## src/common/srgm_pkg.sv

```systemverilog
// package: constants and types for the supply reset gain manager
package srgm_pkg;
  localparam int unsigned CLK_HZ        = 250_000_000;
  localparam int unsigned TICK_MS       = 1;
  // one-millisecond tick from the control clock
  localparam int unsigned TICK_CYCLES   = CLK_HZ / 1000 * TICK_MS;
  localparam int unsigned INST_PERIOD_S = 30;
  localparam int unsigned AVG_STEP_S    = 10;
  localparam int unsigned LOWBAT_REP_S  = 300;
  localparam int unsigned POR_MAX_S     = 11;
  localparam int unsigned INST_PERIOD_MS = INST_PERIOD_S * 1000;
  localparam int unsigned AVG_STEP_MS    = AVG_STEP_S * 1000;
  localparam int unsigned LOWBAT_REP_MS  = LOWBAT_REP_S * 1000;
  localparam int unsigned POR_MAX_MS     = POR_MAX_S * 1000;
  localparam int unsigned INST_STEP_DB  = 3;
  localparam int unsigned INST_MAX_STEPS = 2;
  localparam int unsigned AVG_MAX_STEPS = 18;
  localparam logic [13:0] POR_DLY_RST   = 14'h0000;
  typedef enum logic [1:0] {
    SRGM_POL_SHALLOW,
    SRGM_POL_DEEP,
    SRGM_POL_ADV,
    SRGM_POL_RSVD
  } srgm_pol_t;
  typedef enum logic [1:0] {
    SRGM_ST_OFF,
    SRGM_ST_POR,
    SRGM_ST_RUN
  } srgm_st_t;
endpackage

```

## src/common/srgm_tick_if.sv

```systemverilog
// interface: millisecond tick between the divider and the manager
`timescale 1ns/10ps
`default_nettype none
interface srgm_tick_if;
  logic tick;
  modport src (output tick);
  modport dst (input tick);
endinterface
`default_nettype wire

```

## src/logic/srgm_top.sv

```systemverilog
// module: supply reset and gain manager for a hearing-aid audio path
`timescale 1ns/10ps
`default_nettype none
module srgm_top #(
  parameter int unsigned TICK_DIV   = srgm_pkg::TICK_CYCLES,
  parameter int unsigned INST_MS    = srgm_pkg::INST_PERIOD_MS,
  parameter int unsigned AVG_MS     = srgm_pkg::AVG_STEP_MS,
  parameter int unsigned LOWBAT_MS  = srgm_pkg::LOWBAT_REP_MS
) (
  input  wire logic        REF_CLK_I,
  input  wire logic        RST_N_I,
  input  wire logic [1:0]  POLICY_I,
  input  wire logic [13:0] POR_DELAY_MS_I,
  input  wire logic        LOWBAT_EN_I,
  input  wire logic        BUTTON_I,
  input  wire logic        INST_BELOW_095_I,
  input  wire logic        INST_ABOVE_100_I,
  input  wire logic        INST_ABOVE_110_I,
  input  wire logic        AVG_BELOW_095_I,
  input  wire logic        AVG_ABOVE_110_I,
  input  wire logic        BELOW_RAMPDOWN_I,
  input  wire logic        BELOW_060_I,
  input  wire logic        BELOW_LOWBAT_I,
  output logic             AUDIO_EN_O,
  output logic             MUTE_O,
  output logic [5:0]       GAIN_CUT_DB_O,
  output logic             BUTTON_O,
  output logic             RESTORE_MEM_O,
  output logic             LOAD_MEM_A_O,
  output logic             LOWBAT_REQ_O,
  output logic             HW_RESET_O
);
  srgm_tick_if tick_bus ();
  srgm_tick_div #(.DIV(TICK_DIV)) u_div (
    .clk_i   (REF_CLK_I),
    .rst_n_i (RST_N_I),
    .tick_o  (tick_bus.src)
  );
  wire logic tick = tick_bus.tick;

  srgm_pkg::srgm_st_t  st;
  srgm_pkg::srgm_pol_t pol;
  logic [13:0] por_cnt;
  logic [13:0] por_lim;
  logic        deep_seen_060;
  logic        mute_shallow;
  logic        mute_deep;
  logic        mute_avg;
  logic [1:0]  inst_steps;
  logic [4:0]  avg_steps;
  logic [16:0] inst_timer;
  logic        inst_hold;
  logic        period_ok_110;
  logic        period_ok_100;
  logic [16:0] avg_timer;
  logic [18:0] lb_timer;
  logic        lb_active;

  // reserved code falls back to shallow so exactly one policy governs
  always_comb begin
    pol = srgm_pkg::srgm_pol_t'(POLICY_I);
    if (pol == srgm_pkg::SRGM_POL_RSVD) begin
      pol = srgm_pkg::SRGM_POL_SHALLOW;
    end
  end

  // clamp to eleven seconds
  always_comb begin
    por_lim = POR_DELAY_MS_I;
    if (POR_DELAY_MS_I > 14'(srgm_pkg::POR_MAX_MS)) begin
      por_lim = 14'(srgm_pkg::POR_MAX_MS);
    end
  end

  wire logic shutdown_shallow = (pol == srgm_pkg::SRGM_POL_SHALLOW) && BELOW_RAMPDOWN_I;
  wire logic shutdown_deep    = (pol == srgm_pkg::SRGM_POL_DEEP) && BELOW_060_I;
  wire logic shutdown_adv     = (pol == srgm_pkg::SRGM_POL_ADV) && BELOW_RAMPDOWN_I;
  wire logic shutdown         = shutdown_shallow || shutdown_deep || shutdown_adv;
  wire logic running          = (st == srgm_pkg::SRGM_ST_RUN);
  wire logic adv_run          = running && (pol == srgm_pkg::SRGM_POL_ADV);

  // top-level sequencer: off, power-on delay, run
  always_ff @(posedge REF_CLK_I) begin
    if (!RST_N_I) begin
      st            <= srgm_pkg::SRGM_ST_POR;
      por_cnt       <= srgm_pkg::POR_DLY_RST;
      deep_seen_060 <= 1'b1;
      RESTORE_MEM_O <= 1'b0;
      LOAD_MEM_A_O  <= 1'b0;
      HW_RESET_O    <= 1'b0;
    end else begin
      RESTORE_MEM_O <= 1'b0;
      LOAD_MEM_A_O  <= 1'b0;
      HW_RESET_O    <= 1'b0;
      unique case (st)
        srgm_pkg::SRGM_ST_OFF: begin
          if (BELOW_060_I) begin
            deep_seen_060 <= 1'b1;
          end
          // stays off until 1.1 V
          if (INST_ABOVE_110_I && !BELOW_RAMPDOWN_I) begin
            st      <= srgm_pkg::SRGM_ST_POR;
            por_cnt <= 14'h0000;
          end
        end
        srgm_pkg::SRGM_ST_POR: begin
          if (shutdown) begin
            st         <= srgm_pkg::SRGM_ST_OFF;
            HW_RESET_O <= 1'b1;
          end else if (tick) begin
            // a setting of d runs d ticks, in line with zero meaning no delay
            if (por_cnt + 14'h0001 >= por_lim) begin
              st <= srgm_pkg::SRGM_ST_RUN;
              if (deep_seen_060) begin
                LOAD_MEM_A_O <= 1'b1;
              end else begin
                RESTORE_MEM_O <= 1'b1;
              end
              deep_seen_060 <= 1'b0;
            end else begin
              por_cnt <= por_cnt + 14'h0001;
            end
          end else if (por_lim == 14'h0000) begin
            st <= srgm_pkg::SRGM_ST_RUN;
            LOAD_MEM_A_O  <= deep_seen_060;
            RESTORE_MEM_O <= !deep_seen_060;
            deep_seen_060 <= 1'b0;
          end
        end
        srgm_pkg::SRGM_ST_RUN: begin
          if (shutdown) begin
            st            <= srgm_pkg::SRGM_ST_OFF;
            HW_RESET_O    <= 1'b1;
            // deep policy always reloads the first memory
            deep_seen_060 <= shutdown_deep || BELOW_060_I;
          end
        end
        default: begin
          st <= srgm_pkg::SRGM_ST_OFF;
        end
      endcase
    end
  end

  // button only passes after the delay
  always_ff @(posedge REF_CLK_I) begin
    if (!RST_N_I) begin
      BUTTON_O   <= 1'b0;
      AUDIO_EN_O <= 1'b0;
    end else begin
      BUTTON_O   <= BUTTON_I && running;
      AUDIO_EN_O <= running;
    end
  end

  // shallow mute with hysteresis 0.95 V to 1.1 V
  always_ff @(posedge REF_CLK_I) begin
    if (!RST_N_I) begin
      mute_shallow <= 1'b0;
    end else if (!running || pol != srgm_pkg::SRGM_POL_SHALLOW) begin
      mute_shallow <= 1'b0;
    end else if (INST_BELOW_095_I) begin
      mute_shallow <= 1'b1;
    end else if (INST_ABOVE_110_I) begin
      mute_shallow <= 1'b0;
    end
  end

  // deep mute latches until the 0.6 V reset
  always_ff @(posedge REF_CLK_I) begin
    if (!RST_N_I) begin
      mute_deep <= 1'b0;
    end else if (!running || pol != srgm_pkg::SRGM_POL_DEEP) begin
      mute_deep <= 1'b0;
    end else if (INST_BELOW_095_I) begin
      mute_deep <= 1'b1;
    end
  end

  // instantaneous cuts: 30 s periods, hold-off after each cut
  wire logic inst_period_end = tick && (inst_timer >= 17'(INST_MS - 1));
  always_ff @(posedge REF_CLK_I) begin
    if (!RST_N_I) begin
      inst_steps    <= 2'h0;
      inst_timer    <= 17'h00000;
      inst_hold     <= 1'b0;
      period_ok_110 <= 1'b1;
      period_ok_100 <= 1'b1;
    end else if (!adv_run) begin
      inst_steps    <= 2'h0;
      inst_timer    <= 17'h00000;
      inst_hold     <= 1'b0;
      period_ok_110 <= 1'b1;
      period_ok_100 <= 1'b1;
    end else begin
      if (tick) begin
        inst_timer <= inst_period_end ? 17'h00000 : inst_timer + 17'h00001;
      end
      if (inst_period_end) begin
        inst_hold     <= 1'b0;
        period_ok_110 <= 1'b1;
        period_ok_100 <= 1'b1;
        if (inst_hold) begin
          inst_steps <= inst_steps;
        end else if (period_ok_110 && INST_ABOVE_110_I) begin
          inst_steps <= 2'h0;
        end else if (period_ok_100 && INST_ABOVE_100_I && inst_steps == 2'h2) begin
          inst_steps <= 2'h1;
        end
      end else begin
        if (!INST_ABOVE_110_I) begin
          period_ok_110 <= 1'b0;
        end
        if (!INST_ABOVE_100_I) begin
          period_ok_100 <= 1'b0;
        end
        if (!inst_hold && INST_BELOW_095_I && !AVG_BELOW_095_I
            && inst_steps < 2'(srgm_pkg::INST_MAX_STEPS)) begin
          inst_steps <= inst_steps + 2'h1;
          inst_hold  <= 1'b1;
          inst_timer <= 17'h00000;
        end
      end
    end
  end

  // average cuts: 1 dB per 10 s step
  wire logic avg_step = tick && (avg_timer >= 17'(AVG_MS - 1));
  always_ff @(posedge REF_CLK_I) begin
    if (!RST_N_I) begin
      avg_steps <= 5'h00;
      avg_timer <= 17'h00000;
      mute_avg  <= 1'b0;
    end else if (!adv_run) begin
      avg_steps <= 5'h00;
      avg_timer <= 17'h00000;
      mute_avg  <= 1'b0;
    end else if (AVG_BELOW_095_I) begin
      if (tick) begin
        avg_timer <= avg_step ? 17'h00000 : avg_timer + 17'h00001;
      end
      if (avg_step) begin
        if (avg_steps < 5'(srgm_pkg::AVG_MAX_STEPS)) begin
          avg_steps <= avg_steps + 5'h01;
        end
        if (avg_steps >= 5'(srgm_pkg::AVG_MAX_STEPS - 1)) begin
          mute_avg <= 1'b1;
        end
      end
    end else if (AVG_ABOVE_110_I) begin
      mute_avg <= 1'b0;
      if (mute_avg) begin
        // unmute first, then a full step before the first raise
        avg_timer <= 17'h00000;
      end else if (tick) begin
        avg_timer <= avg_step ? 17'h00000 : avg_timer + 17'h00001;
      end
      if (avg_step && !mute_avg && avg_steps != 5'h00) begin
        avg_steps <= avg_steps - 5'h01;
      end
    end else begin
      avg_timer <= 17'h00000;
    end
  end

  // outputs registered, recomputed every cycle from the run state, mute flags and step counters
  always_ff @(posedge REF_CLK_I) begin
    if (!RST_N_I) begin
      MUTE_O        <= 1'b1;
      GAIN_CUT_DB_O <= 6'h00;
    end else begin
      MUTE_O        <= !running || mute_shallow || mute_deep || mute_avg;
      GAIN_CUT_DB_O <= 6'(inst_steps * srgm_pkg::INST_STEP_DB) + 6'(avg_steps);
    end
  end

  // low-battery request, repeated every five minutes
  always_ff @(posedge REF_CLK_I) begin
    if (!RST_N_I) begin
      lb_active    <= 1'b0;
      lb_timer     <= 19'h00000;
      LOWBAT_REQ_O <= 1'b0;
    end else begin
      LOWBAT_REQ_O <= 1'b0;
      if (!running || !LOWBAT_EN_I) begin
        lb_active <= 1'b0;
        lb_timer  <= 19'h00000;
      end else if (!lb_active) begin
        if (BELOW_LOWBAT_I) begin
          lb_active    <= 1'b1;
          LOWBAT_REQ_O <= 1'b1;
          lb_timer     <= 19'h00000;
        end
      end else if (tick) begin
        if (lb_timer >= 19'(LOWBAT_MS - 1)) begin
          lb_timer     <= 19'h00000;
          LOWBAT_REQ_O <= 1'b1;
        end else begin
          lb_timer <= lb_timer + 19'h00001;
        end
      end
    end
  end
endmodule
`default_nettype wire

```

## src/logic/srgm_tick_div.sv

```systemverilog
// module: divider producing a one-cycle millisecond enable
`timescale 1ns/10ps
`default_nettype none
module srgm_tick_div #(
  parameter int unsigned DIV = srgm_pkg::TICK_CYCLES
) (
  input  wire logic   clk_i,
  input  wire logic   rst_n_i,
  srgm_tick_if.src    tick_o
);
  logic [31:0] cnt;
  always_ff @(posedge clk_i) begin
    if (!rst_n_i) begin
      cnt         <= 32'h0;
      tick_o.tick <= 1'b0;
    end else if (cnt >= DIV - 1) begin
      cnt         <= 32'h0;
      tick_o.tick <= 1'b1;
    end else begin
      cnt         <= cnt + 32'h1;
      tick_o.tick <= 1'b0;
    end
  end
endmodule
`default_nettype wire

```

## config.mk

```make
export PLATFORM = sky130hd
export DESIGN_NAME = srgm_top
export DESIGN_NICKNAME = d
export VERILOG_FILES = /design/src/common/srgm_pkg.sv /design/src/common/srgm_tick_if.sv /design/src/logic/srgm_top.sv /design/src/logic/srgm_tick_div.sv
export SDC_FILE = /design/constraint.sdc
export NUM_CORES = 1
export LEC_CHECK = 0
export BUFFER_PORTS_ARGS = -buffer_cell sky130_fd_sc_hd__buf_2
export CORE_AREA = 8 8 118 120
export DETAILED_ROUTE_END_ITERATION = 10
export DIE_AREA = 0 0 126 128
export GPL_ROUTABILITY_DRIVEN = 0
export PLACE_DENSITY = 0.82
export SLEW_MARGIN = 25
export SYNTH_ARGS = -nofsm -noshare
export SYNTH_HDL_FRONTEND = slang
export SYNTH_SLANG_ARGS = --single-unit
```

## constraint.sdc

```tcl
create_clock -name REF_CLK_I -period 3.3 [get_ports REF_CLK_I]
set_input_delay 0.495 -clock REF_CLK_I [delete_from_list [all_inputs] [get_ports REF_CLK_I]]
set_output_delay 0.495 -clock REF_CLK_I [all_outputs]
set_load 0.01 [all_outputs]
```

* After elaboration in Yosys (flattened, before gate mapping)
Index checks and enable logic that the tools add are counted. Widths: inputs -> output; s select.
Storage, ports and cells: bits in registers 130, input bits 28, word-level logic and storage cells 195
Operators by class: add/sub/neg operators 9, multiply operators 1, $lt $le $gt $ge 9, equal/unequal tests 23, mux-type cells 65, bitwise logic cells 3, reduce and logical (&&, ||, !) cells 60
Operators by type and width (number):
- $mux 17 | 9
- $mux 19 | 4
- $mux 14 | 5
- $add 17x1->17 const B | 2
- $add 32x1->32 const B | 1
- $ge 32x18->1 const B | 1
- $pmux 14 s2 | 1
- $mux 1 | 27
- $mux 5 | 5
- $mux 2 | 12
- $add 19x1->19 const B | 1
- $ge 19x19->1 const B | 1
- $ge 17x14->1 const B | 1
- $ge 17x15->1 const B | 1
- $logic_and 1x1->1 | 16
- $add 14x1->14 const B | 1
- $ge 14x14->1 | 1
- $gt 14x14->1 const B | 1
- $logic_not 14->1 | 1
- $reduce_bool 2->1 | 7
- $ne 2x1->1 const B | 6
- $ne 2x2->1 const B | 6
- $reduce_or 2->1 | 5
- $logic_or 1x1->1 | 9
- other kinds (28) | 46

* Logic depth before layout (Yosys ltp)
Gate-level depths: netlist of the first run.
depth after elaboration 8, depth in mapped cells 15, mapped depth without buffers 13

* Cells and area by module
From an unflattened synthesis of the first run, not the netlist that was laid out.
Unflattened totals: cell total of the unflattened synthesis 725, area, all modules 6381.1 sq um
By module, submodules not included:
- srgm_top | times used 1, cells an instance 608, area each 5186.2 sq um, sequential area each 1941.9 sq um
- srgm_tick_div | times used 1, cells an instance 117, area each 1194.9 sq um, sequential area each 660.6 sq um

* Least setup slack after synthesis of the first run
OpenSTA, ideal clock, no wires.
path type register to register, start point register por_cnt[2], end point register por_cnt[6], data arrival time 3.107 ns, setup slack 0.105 ns, stages on the path, launching flop included 15, cells stage by stage dfxtp_1 -> and3_1 -> and3_1 -> clkbuf_1 -> nand2_1 -> nor3_1 -> xor2_1 -> ha_1 -> a21o_1 -> a21o_1 -> a21oi_1 -> nand3_1 -> or2_1 -> clkbuf_1 -> o31ai_1
On the way: cells in the longest elaborated chain, start to end 5, elaborated cells on any way between the ends 8, those cells by class add/sub (1); order compare (1); eq/ne (1); mux (4); reduce/logical (1)
Ends and longest elaborated chain:
- from (decl) | RTL line srgm_top.sv:43 | logic [13:0] por_cnt;
- from (signal assigned) | RTL line srgm_top.sv:86 | por_cnt <= srgm_pkg::POR_DLY_RST;
- from (signal assigned) | RTL line srgm_top.sv:121 | por_cnt <= por_cnt + 14'h0001;
- $add 14x1->14 * | RTL line srgm_top.sv:112, srgm_top.sv:121
- parallel branches: the longest is 4 deep, another holds $ge 14x14->1
Every way passes the cells marked *. The select of a mux whose other input is x is not followed. A chain may end at the register's enable or synchronous reset.

* Worst setup path after layout of the first run
start point register por_cnt[0], end point register por_cnt[8]
Same word-level chain as after synthesis.

==> results_dict.tcl, run 1 <==
set metrics [dict create \
    ioPinCount 41 \
    nNetsFinal 875 \
    top_count_cell_post_synth "sky130_fd_sc_hd__dfxtp_1" \
    final_cells 973 \
    finalSetupViolations 0 \
    power_leakage_nw 2.99 \
    clock-sinks 130 \
    synthArstFlopShare_pct 0 \
    slew_violations 0 \
    via_count 5413 \
    post_synth_inst_count 752 \
    power.share.switching_pct 24.6 \
    synth_top_family_by_area "simple AND/OR/NAND/NOR gates" \
    sequentialPowerShare_pct 45.1 \
    post_route_cells_drive_above_1_share_pct 12.5 \
    power_report.internal_total_w 0.00270 \
    cp_num_buf_inv 3 \
    grt_start_max_net_pins 18 \
    fin_ws_ps 238 \
    max_slew.worst_pin.slew_ps 715 \
    critical_path.slowest_cell "sky130_fd_sc_hd__dfxtp_4" \
    clk_pin_slew_worst_paths_ps 60 \
    yosys_register_bits 130 \
    post_drt_via_cell_ratio 5.56 \
    yosys-top-cells-count "sky130_fd_sc_hd__dfxtp_1, sky130_fd_sc_hd__nor2_1, sky130_fd_sc_hd__nand2_1" \
    p_switching_w 0.000880 \
    fin_tns_setup_ps 0 \
    overflow_after_grt 0 \
    insertedDiodeCount 0 \
    crit_required_ps 3600 \
    path_class "reg -> reg" \
    routed_wire_length_per_instance_um 13.7 \
    crit_path_max_incr_delay_ps 390 \
    remaining_drc_errors 0 \
    post_synth_fa_ha_maj_area_fraction_pct 7.54 \
    initial_utilization_pct 52.7 \
    synthesis.yosys.warnings 0 \
    max_clock_freq_ghz 0.327 \
    place_hpwl_mm 9.66 \
    clock_root_buffer "sky130_fd_sc_hd__clkbuf_16" \
    worst_hold_path_type "in -> reg" \
    critPathTopFamily "compound AO/OA/AOI/OAI gates" \
    portBuffers 40 \
    number_of_buffers_inserted_during_clock_tree_synthesis 17 \
    max-cap-violations 0 \
    netlist_area_um2 6440 \
    clock_insertion_delay_worst_skew_ps 420 \
    row_count 41 \
    drt_first_iter_violations 285 \
    htree_num_levels 4 \
    hold_viol_final 0 \
    run_status "completed" \
    synth-main-ff-cell "sky130_fd_sc_hd__dfxtp_1" \
    route.final.wire_length_mm 13.3 \
    critPathArrivalTime_ps 3360 \
    timing.critical_path.from_type "flip-flop" \
    grt_pass1_vias 5192 \
    finalCritPeriodShare_pct 92.8 \
    fp.dieW_um 126 \
    dieHeight_um 128 \
    muxShareOfSynthArea_pct 0.952 \
    maxSlewHeadroom_pct 51.9 \
    antenna_found_initial 1 \
    synth_edf_count 0 \
    area_share_of_the_leading_cell_type_in_the_synthesized_netlist_pct 40.4 \
    synth_xor_area_share_pct 9.25 \
    crit_path_max_fanout 12 \
    syn_to_final_growth_pct 15.8 \
    coreArea_um2 12200 \
    synth_sequential_area_ratio_pct 40.4 \
    longest_clk_path_bufs 2 \
    design.die.area_um2 16100 \
    clock_power_share_pct 48.3 \
    setup.worst_path.end_class "flip-flop" \
    synth_compound_gate_area_share_pct 14.6 \
    rsz0062_at_grt "false" \
    dpl_worst_slack_ps 4.70 \
    total_global_route_track_usage_pct 17.2 \
    antenna_violating_nets_post_route 0 \
    comb_power_share_pct 6.6 \
    number_of_library_cell_types_mapped_by_synthesis 66 \
    reg2reg_setup_slack_ps 240 \
    synthDominantAreaCellType "sky130_fd_sc_hd__dfxtp_1" \
    period_minus_ws_final_ps 3060 \
    first_pass_iters 5 \
    synthTopCellsByArea "sky130_fd_sc_hd__dfxtp_1, sky130_fd_sc_hd__ha_1, sky130_fd_sc_hd__nor2_1" \
    clock_tree_from_tritoncts "built" \
    worstPathCellList "and3_1 > and3_2 > nand2_1 > nor3_1 > buf_4 > xor2_1 > ha_1 > a21o_1 > a21o_1 > a21oi_1 > buf_4 > a311oi_1 > buf_4 > o21ai_0 > o31ai_1" \
    finalClockSkew_ps 10.2 \
    ir_drop_v 0.000358 \
    power_w 0.00358 \
    synthesis.area_per_instance_um2 8.56 \
    powerDensity_nw_per_um2 480 \
    first_pass_grt_wire_length_mm 23.0 \
    placed_cells_incl_taps 941 \
    cp_common_cell "sky130_fd_sc_hd__buf_4" \
    synth-simple-area-share_pct 23.8 \
]
-- final timing paths --
path              startpoint       endpoint  cells after the start
max reg2reg       por_cnt[0]     por_cnt[8]                     15
max               por_cnt[0]     por_cnt[8]                     15
min          AVG_ABOVE_110_I       mute_avg                      2
min reg2reg    deep_seen_060  RESTORE_MEM_O                      1
-- through the flow --
step	area [um2]	util [%]	hold slack, ps
floorplan	6490	-	414
CTS	7410	60.7	275
finish	7450	61.0	292
global route	7450	61.0	283
global placement	6850	56.1	429
detailed placement	6850	56.1	448
-- area by class of cell --
type                       instances  area (um2)
fill                            1039        4760
timing repair buffer              52         290
clock buffer                      19         453
multi-input combinational        581        3710
sequential                       130        2610
clock inverter                    13         101
inverter                          28         105
tap                              150         188
-- layout by cell type (no fill, tap or decap), types with 20 or more instances in the layout --
| cell type | instances |
|---|---|
| sky130_fd_sc_hd__a21oi_1 | 24 |
| sky130_fd_sc_hd__nor2_1 | 111 |
| sky130_fd_sc_hd__and3_1 | 20 |
| sky130_fd_sc_hd__dfxtp_1 | 128 |
| sky130_fd_sc_hd__nand3_1 | 47 |
| sky130_fd_sc_hd__inv_1 | 28 |
| sky130_fd_sc_hd__buf_2 | 40 |
| sky130_fd_sc_hd__xor2_1 | 36 |
| sky130_fd_sc_hd__nand2_1 | 65 |
| sky130_fd_sc_hd__xnor2_1 | 31 |
| sky130_fd_sc_hd__ha_1 | 33 |
| sky130_fd_sc_hd__o21ai_0 | 26 |
-- cells by family (layout without fill, tap and decap cells) --
family                   after synthesis  in the layout
AO/OA/AOI/OAI                        134            134
flip-flops                           130            130
adder cells (fa/ha/maj)               37             37
multiplexers                           6              6
AND/OR/NAND/NOR                      322            322
buffers and inverters                 54            112
other                                  1             14
XOR/XNOR                              68             68
-- layer usage --
| metal | GRT usage, % | vias to the layer above | share of wire, % | wire [um] |
|---|---|---|---|---|
| li1 | - | 2764 | - | - |
| met1 | 20.4 | 2527 | 47 | 6190 |
| met2 | 28.5 | 98 | 47 | 6310 |
| met3 | 5.37 | 22 | 4.4 | 586 |
| met4 | 6.58 | 2 | 1.5 | 193 |
| met5 | 0 | - | 0.098 | 13 |
-- power groups by stage --
stage | Clock (W) | Combinational (W) | Sequential (W)
final | 0.00173 | 0.000237 | 0.00162
after global routing | 0.00184 | 0.000269 | 0.00162
after CTS | 0.00176 | 0.000229 | 0.00161
after detailed placement | 0 | 0.000227 | 0.00165
after global placement | 0 | 0.000223 | 0.00165
after floorplan | 0 | 0.000161 | 0.00164
-- state kept, by name (all words and copies together), names as in the netlist, 2 cells and up --
signal,flops
GAIN_CUT_DB_O,6
lb_timer,19
inst_steps,2
avg_timer,17
u_div.cnt,32
por_cnt,14
avg_steps,5
st,2
inst_timer,17
-- repair_timing --
item | CTS | global route
hold endpoints to repair | 0 | 0
hold buffers | 0 | 0
resized for setup | 0 | 13
setup buffers | 0 | 0
endpoints found under the setup margin | 0 | 19
(Power assumes the default switching activity.)
==> run 2, diff against run 1 <==
REMOVE_ABC_BUFFERS = 1   (was not set)
SLEW_MARGIN = 20   (was 25)
==> results_dict.tcl, run 2 (synthesis gave the netlist of run 1 again) <==
set metrics [dict create \
    clk_pin_slew_worst_paths_ps 60 \
    clock-sinks 130 \
    max_slew.worst_pin.slew_ps 834 \
    maxSlewHeadroom_pct 44.0 \
    final_cells 974 \
    route.final.wire_length_mm 13.5 \
    first_pass_grt_wire_length_mm 23.0 \
    remaining_drc_errors 0 \
    clock_root_buffer "sky130_fd_sc_hd__clkbuf_16" \
    startpoint "por_cnt[1]" \
    critPathArrivalTime_ps 3360 \
    worst_hold_path_type "in -> reg" \
    crit_path_max_incr_delay_ps 370 \
    post_route_cells_drive_above_1_share_pct 11.9 \
    crit_path_max_fanout 4 \
    power_w 0.00361 \
    path_class "reg -> reg" \
    insertedDiodeCount 0 \
    timing.critical_path.from_type "flip-flop" \
    cts.hold.buffers_added 0 \
    timing.rr.start "por_cnt[1]" \
    longest_clk_path_bufs 2 \
    top_register "u_div.cnt" \
    max_clock_freq_ghz 0.331 \
    dieHeight_um 128 \
    design.die.area_um2 16100 \
    timing.rr.end "st[0]" \
    place_hpwl_mm 9.59 \
    clock_tree_from_tritoncts "built" \
    setup.worst_path.end_class "flip-flop" \
    via_count 5418 \
    nNetsFinal 876 \
    syn_to_final_growth_pct 15.4 \
    largest_register_ffs 32 \
    hold_viol_final 0 \
    power_leakage_nw 2.98 \
    row_count 41 \
    number_of_buffers_inserted_during_clock_tree_synthesis 17 \
    max-cap-violations 0 \
    grt_start_max_net_pins 18 \
    grt_pass1_vias 5083 \
    powerDensity_nw_per_um2 486 \
    portBuffers 40 \
    layout.cells.most_common "sky130_fd_sc_hd__dfxtp_1" \
    placed_cells_incl_taps 942 \
    postCtsResizedCells 0 \
    crit_required_ps 3650 \
    post_drt_via_cell_ratio 5.56 \
    drt_first_iter_violations 291 \
    rsz0062_at_grt "false" \
    overflow_after_grt 0 \
    coreArea_um2 12200 \
    min_delay_path_depth 2 \
    fin_tns_setup_ps 0 \
    slew_violations 0 \
    critical_path.slowest_cell "sky130_fd_sc_hd__dfxtp_1" \
    total_global_route_track_usage_pct 17.3 \
    most-common-layout-cells "sky130_fd_sc_hd__dfxtp_1, sky130_fd_sc_hd__nor2_1, sky130_fd_sc_hd__nand2_1, sky130_fd_sc_hd__nand3_1, sky130_fd_sc_hd__buf_2" \
    worst-r2r-cell-count 13 \
    finalCritPeriodShare_pct 91.5 \
    initial_utilization_pct 52.7 \
    worstPathCellList "ha_1 > and3_1 > nand3_1 > nor2_2 > nand3_1 > xnor2_1 > ha_1 > a21o_1 > a21oi_1 > buf_4 > a21oi_1 > o31ai_1 > mux2i_1" \
    clock_insertion_delay_worst_skew_ps 420 \
    post_cts.repair.setup_buffers 0 \
    antenna_violating_nets_post_route 0 \
    ir_drop_v 0.000360 \
    routed_wire_length_per_instance_um 13.9 \
    min-delay-start "AVG_ABOVE_110_I" \
    reg.largest.list "u_div.cnt: 32 flops, lb_timer: 19 flops" \
    fp.dieW_um 126 \
    antenna_found_initial 0 \
    period_minus_ws_final_ps 3020 \
    finalSetupViolations 0 \
    reg2reg_setup_slack_ps 280 \
    worstHoldEndpoint "mute_avg" \
    finalClockSkew_ps 8.28 \
    run_status "completed" \
    htree_num_levels 4 \
    first_pass_iters 5 \
    ioPinCount 41 \
]
-- run 2: cell types whose count changed in the layout (fill, tap and decap cells not counted), sizes merged --
| cell | previous run | this run |
|---|---|---|
| clkinv | 6 | 3 |
| inv | 32 | 34 |
| buf | 52 | 53 |
| bufinv | 0 | 1 |
| clkbuf | 19 | 18 |
| clkinvlp | 3 | 4 |
-- run 2: layout make-up --
cell class	count	area (um2)
Tap cell	150	188
Sequential cell	130	2600
Clock inverter	14	128
Timing Repair Buffer	53	298
Multi-Input combinational cell	581	3680
Clock buffer	18	429
Fill cell	1035	4780
Inverter	28	105
-- run 2: metrics by stage --
| stage | util, % | setup slack [ps] | area (um2) | hold WS (ps) |
|---|---|---|---|---|
| detailed placement | 56.2 | 92.8 | 6860 | 433 |
| global placement | 56.2 | 202 | 6860 | 443 |
| finish | 60.9 | 282 | 7430 | 284 |
| global route | 60.9 | 4.05 | 7430 | 286 |
| CTS | 60.8 | 150 | 7420 | 274 |
| floorplan | - | 120 | 6370 | 414 |
-- run 2: worst max-delay path by stage --
stage | to | slack (ps) | cells after the start
5_1_grt | por_cnt[8] | 4 | 14
6_report | st[0] | 280 | 13
3_3_place_gp | por_cnt[10] | 200 | 14
3_5_place_dp | por_cnt[10] | 90 | 14
2_1_floorplan | por_cnt[10] | 120 | 13
4_1_cts | por_cnt[10] | 150 | 12
-- run 2: where the power goes --
| part | switching [W] | internal, W | total, W |
|---|---|---|---|
| clock | 0.000719 | 0.00104 | 0.00176 |
| combinational | 0.000144 | 0.0000942 | 0.000238 |
| sequential | 0.0000185 | 0.00159 | 0.00161 |
| total | 0.000881 | 0.00273 | 0.00361 |
-- run 2: worst max-delay path, delay by kind of cell, from the launching register on --
family	cells	cell delay [ps]
mux	1	220
compound gates	4	770
fa+ha+maj	2	480
buf+inv	1	160
xor+xnor	1	230
simple gates	4	730
flops	1	370
-- run 2: per-layer routing --
metal | routed length (um) | part of all wire (%) | track usage, % | vias up
met2 | 6620 | 49 | 29.5 | 108
met4 | 322 | 2.4 | 8.42 | 0
met5 | 0 | 0 | 0 | -
li1 | - | - | - | 2781
met3 | 491 | 3.6 | 3.83 | 29
met1 | 6070 | 45 | 20.3 | 2500
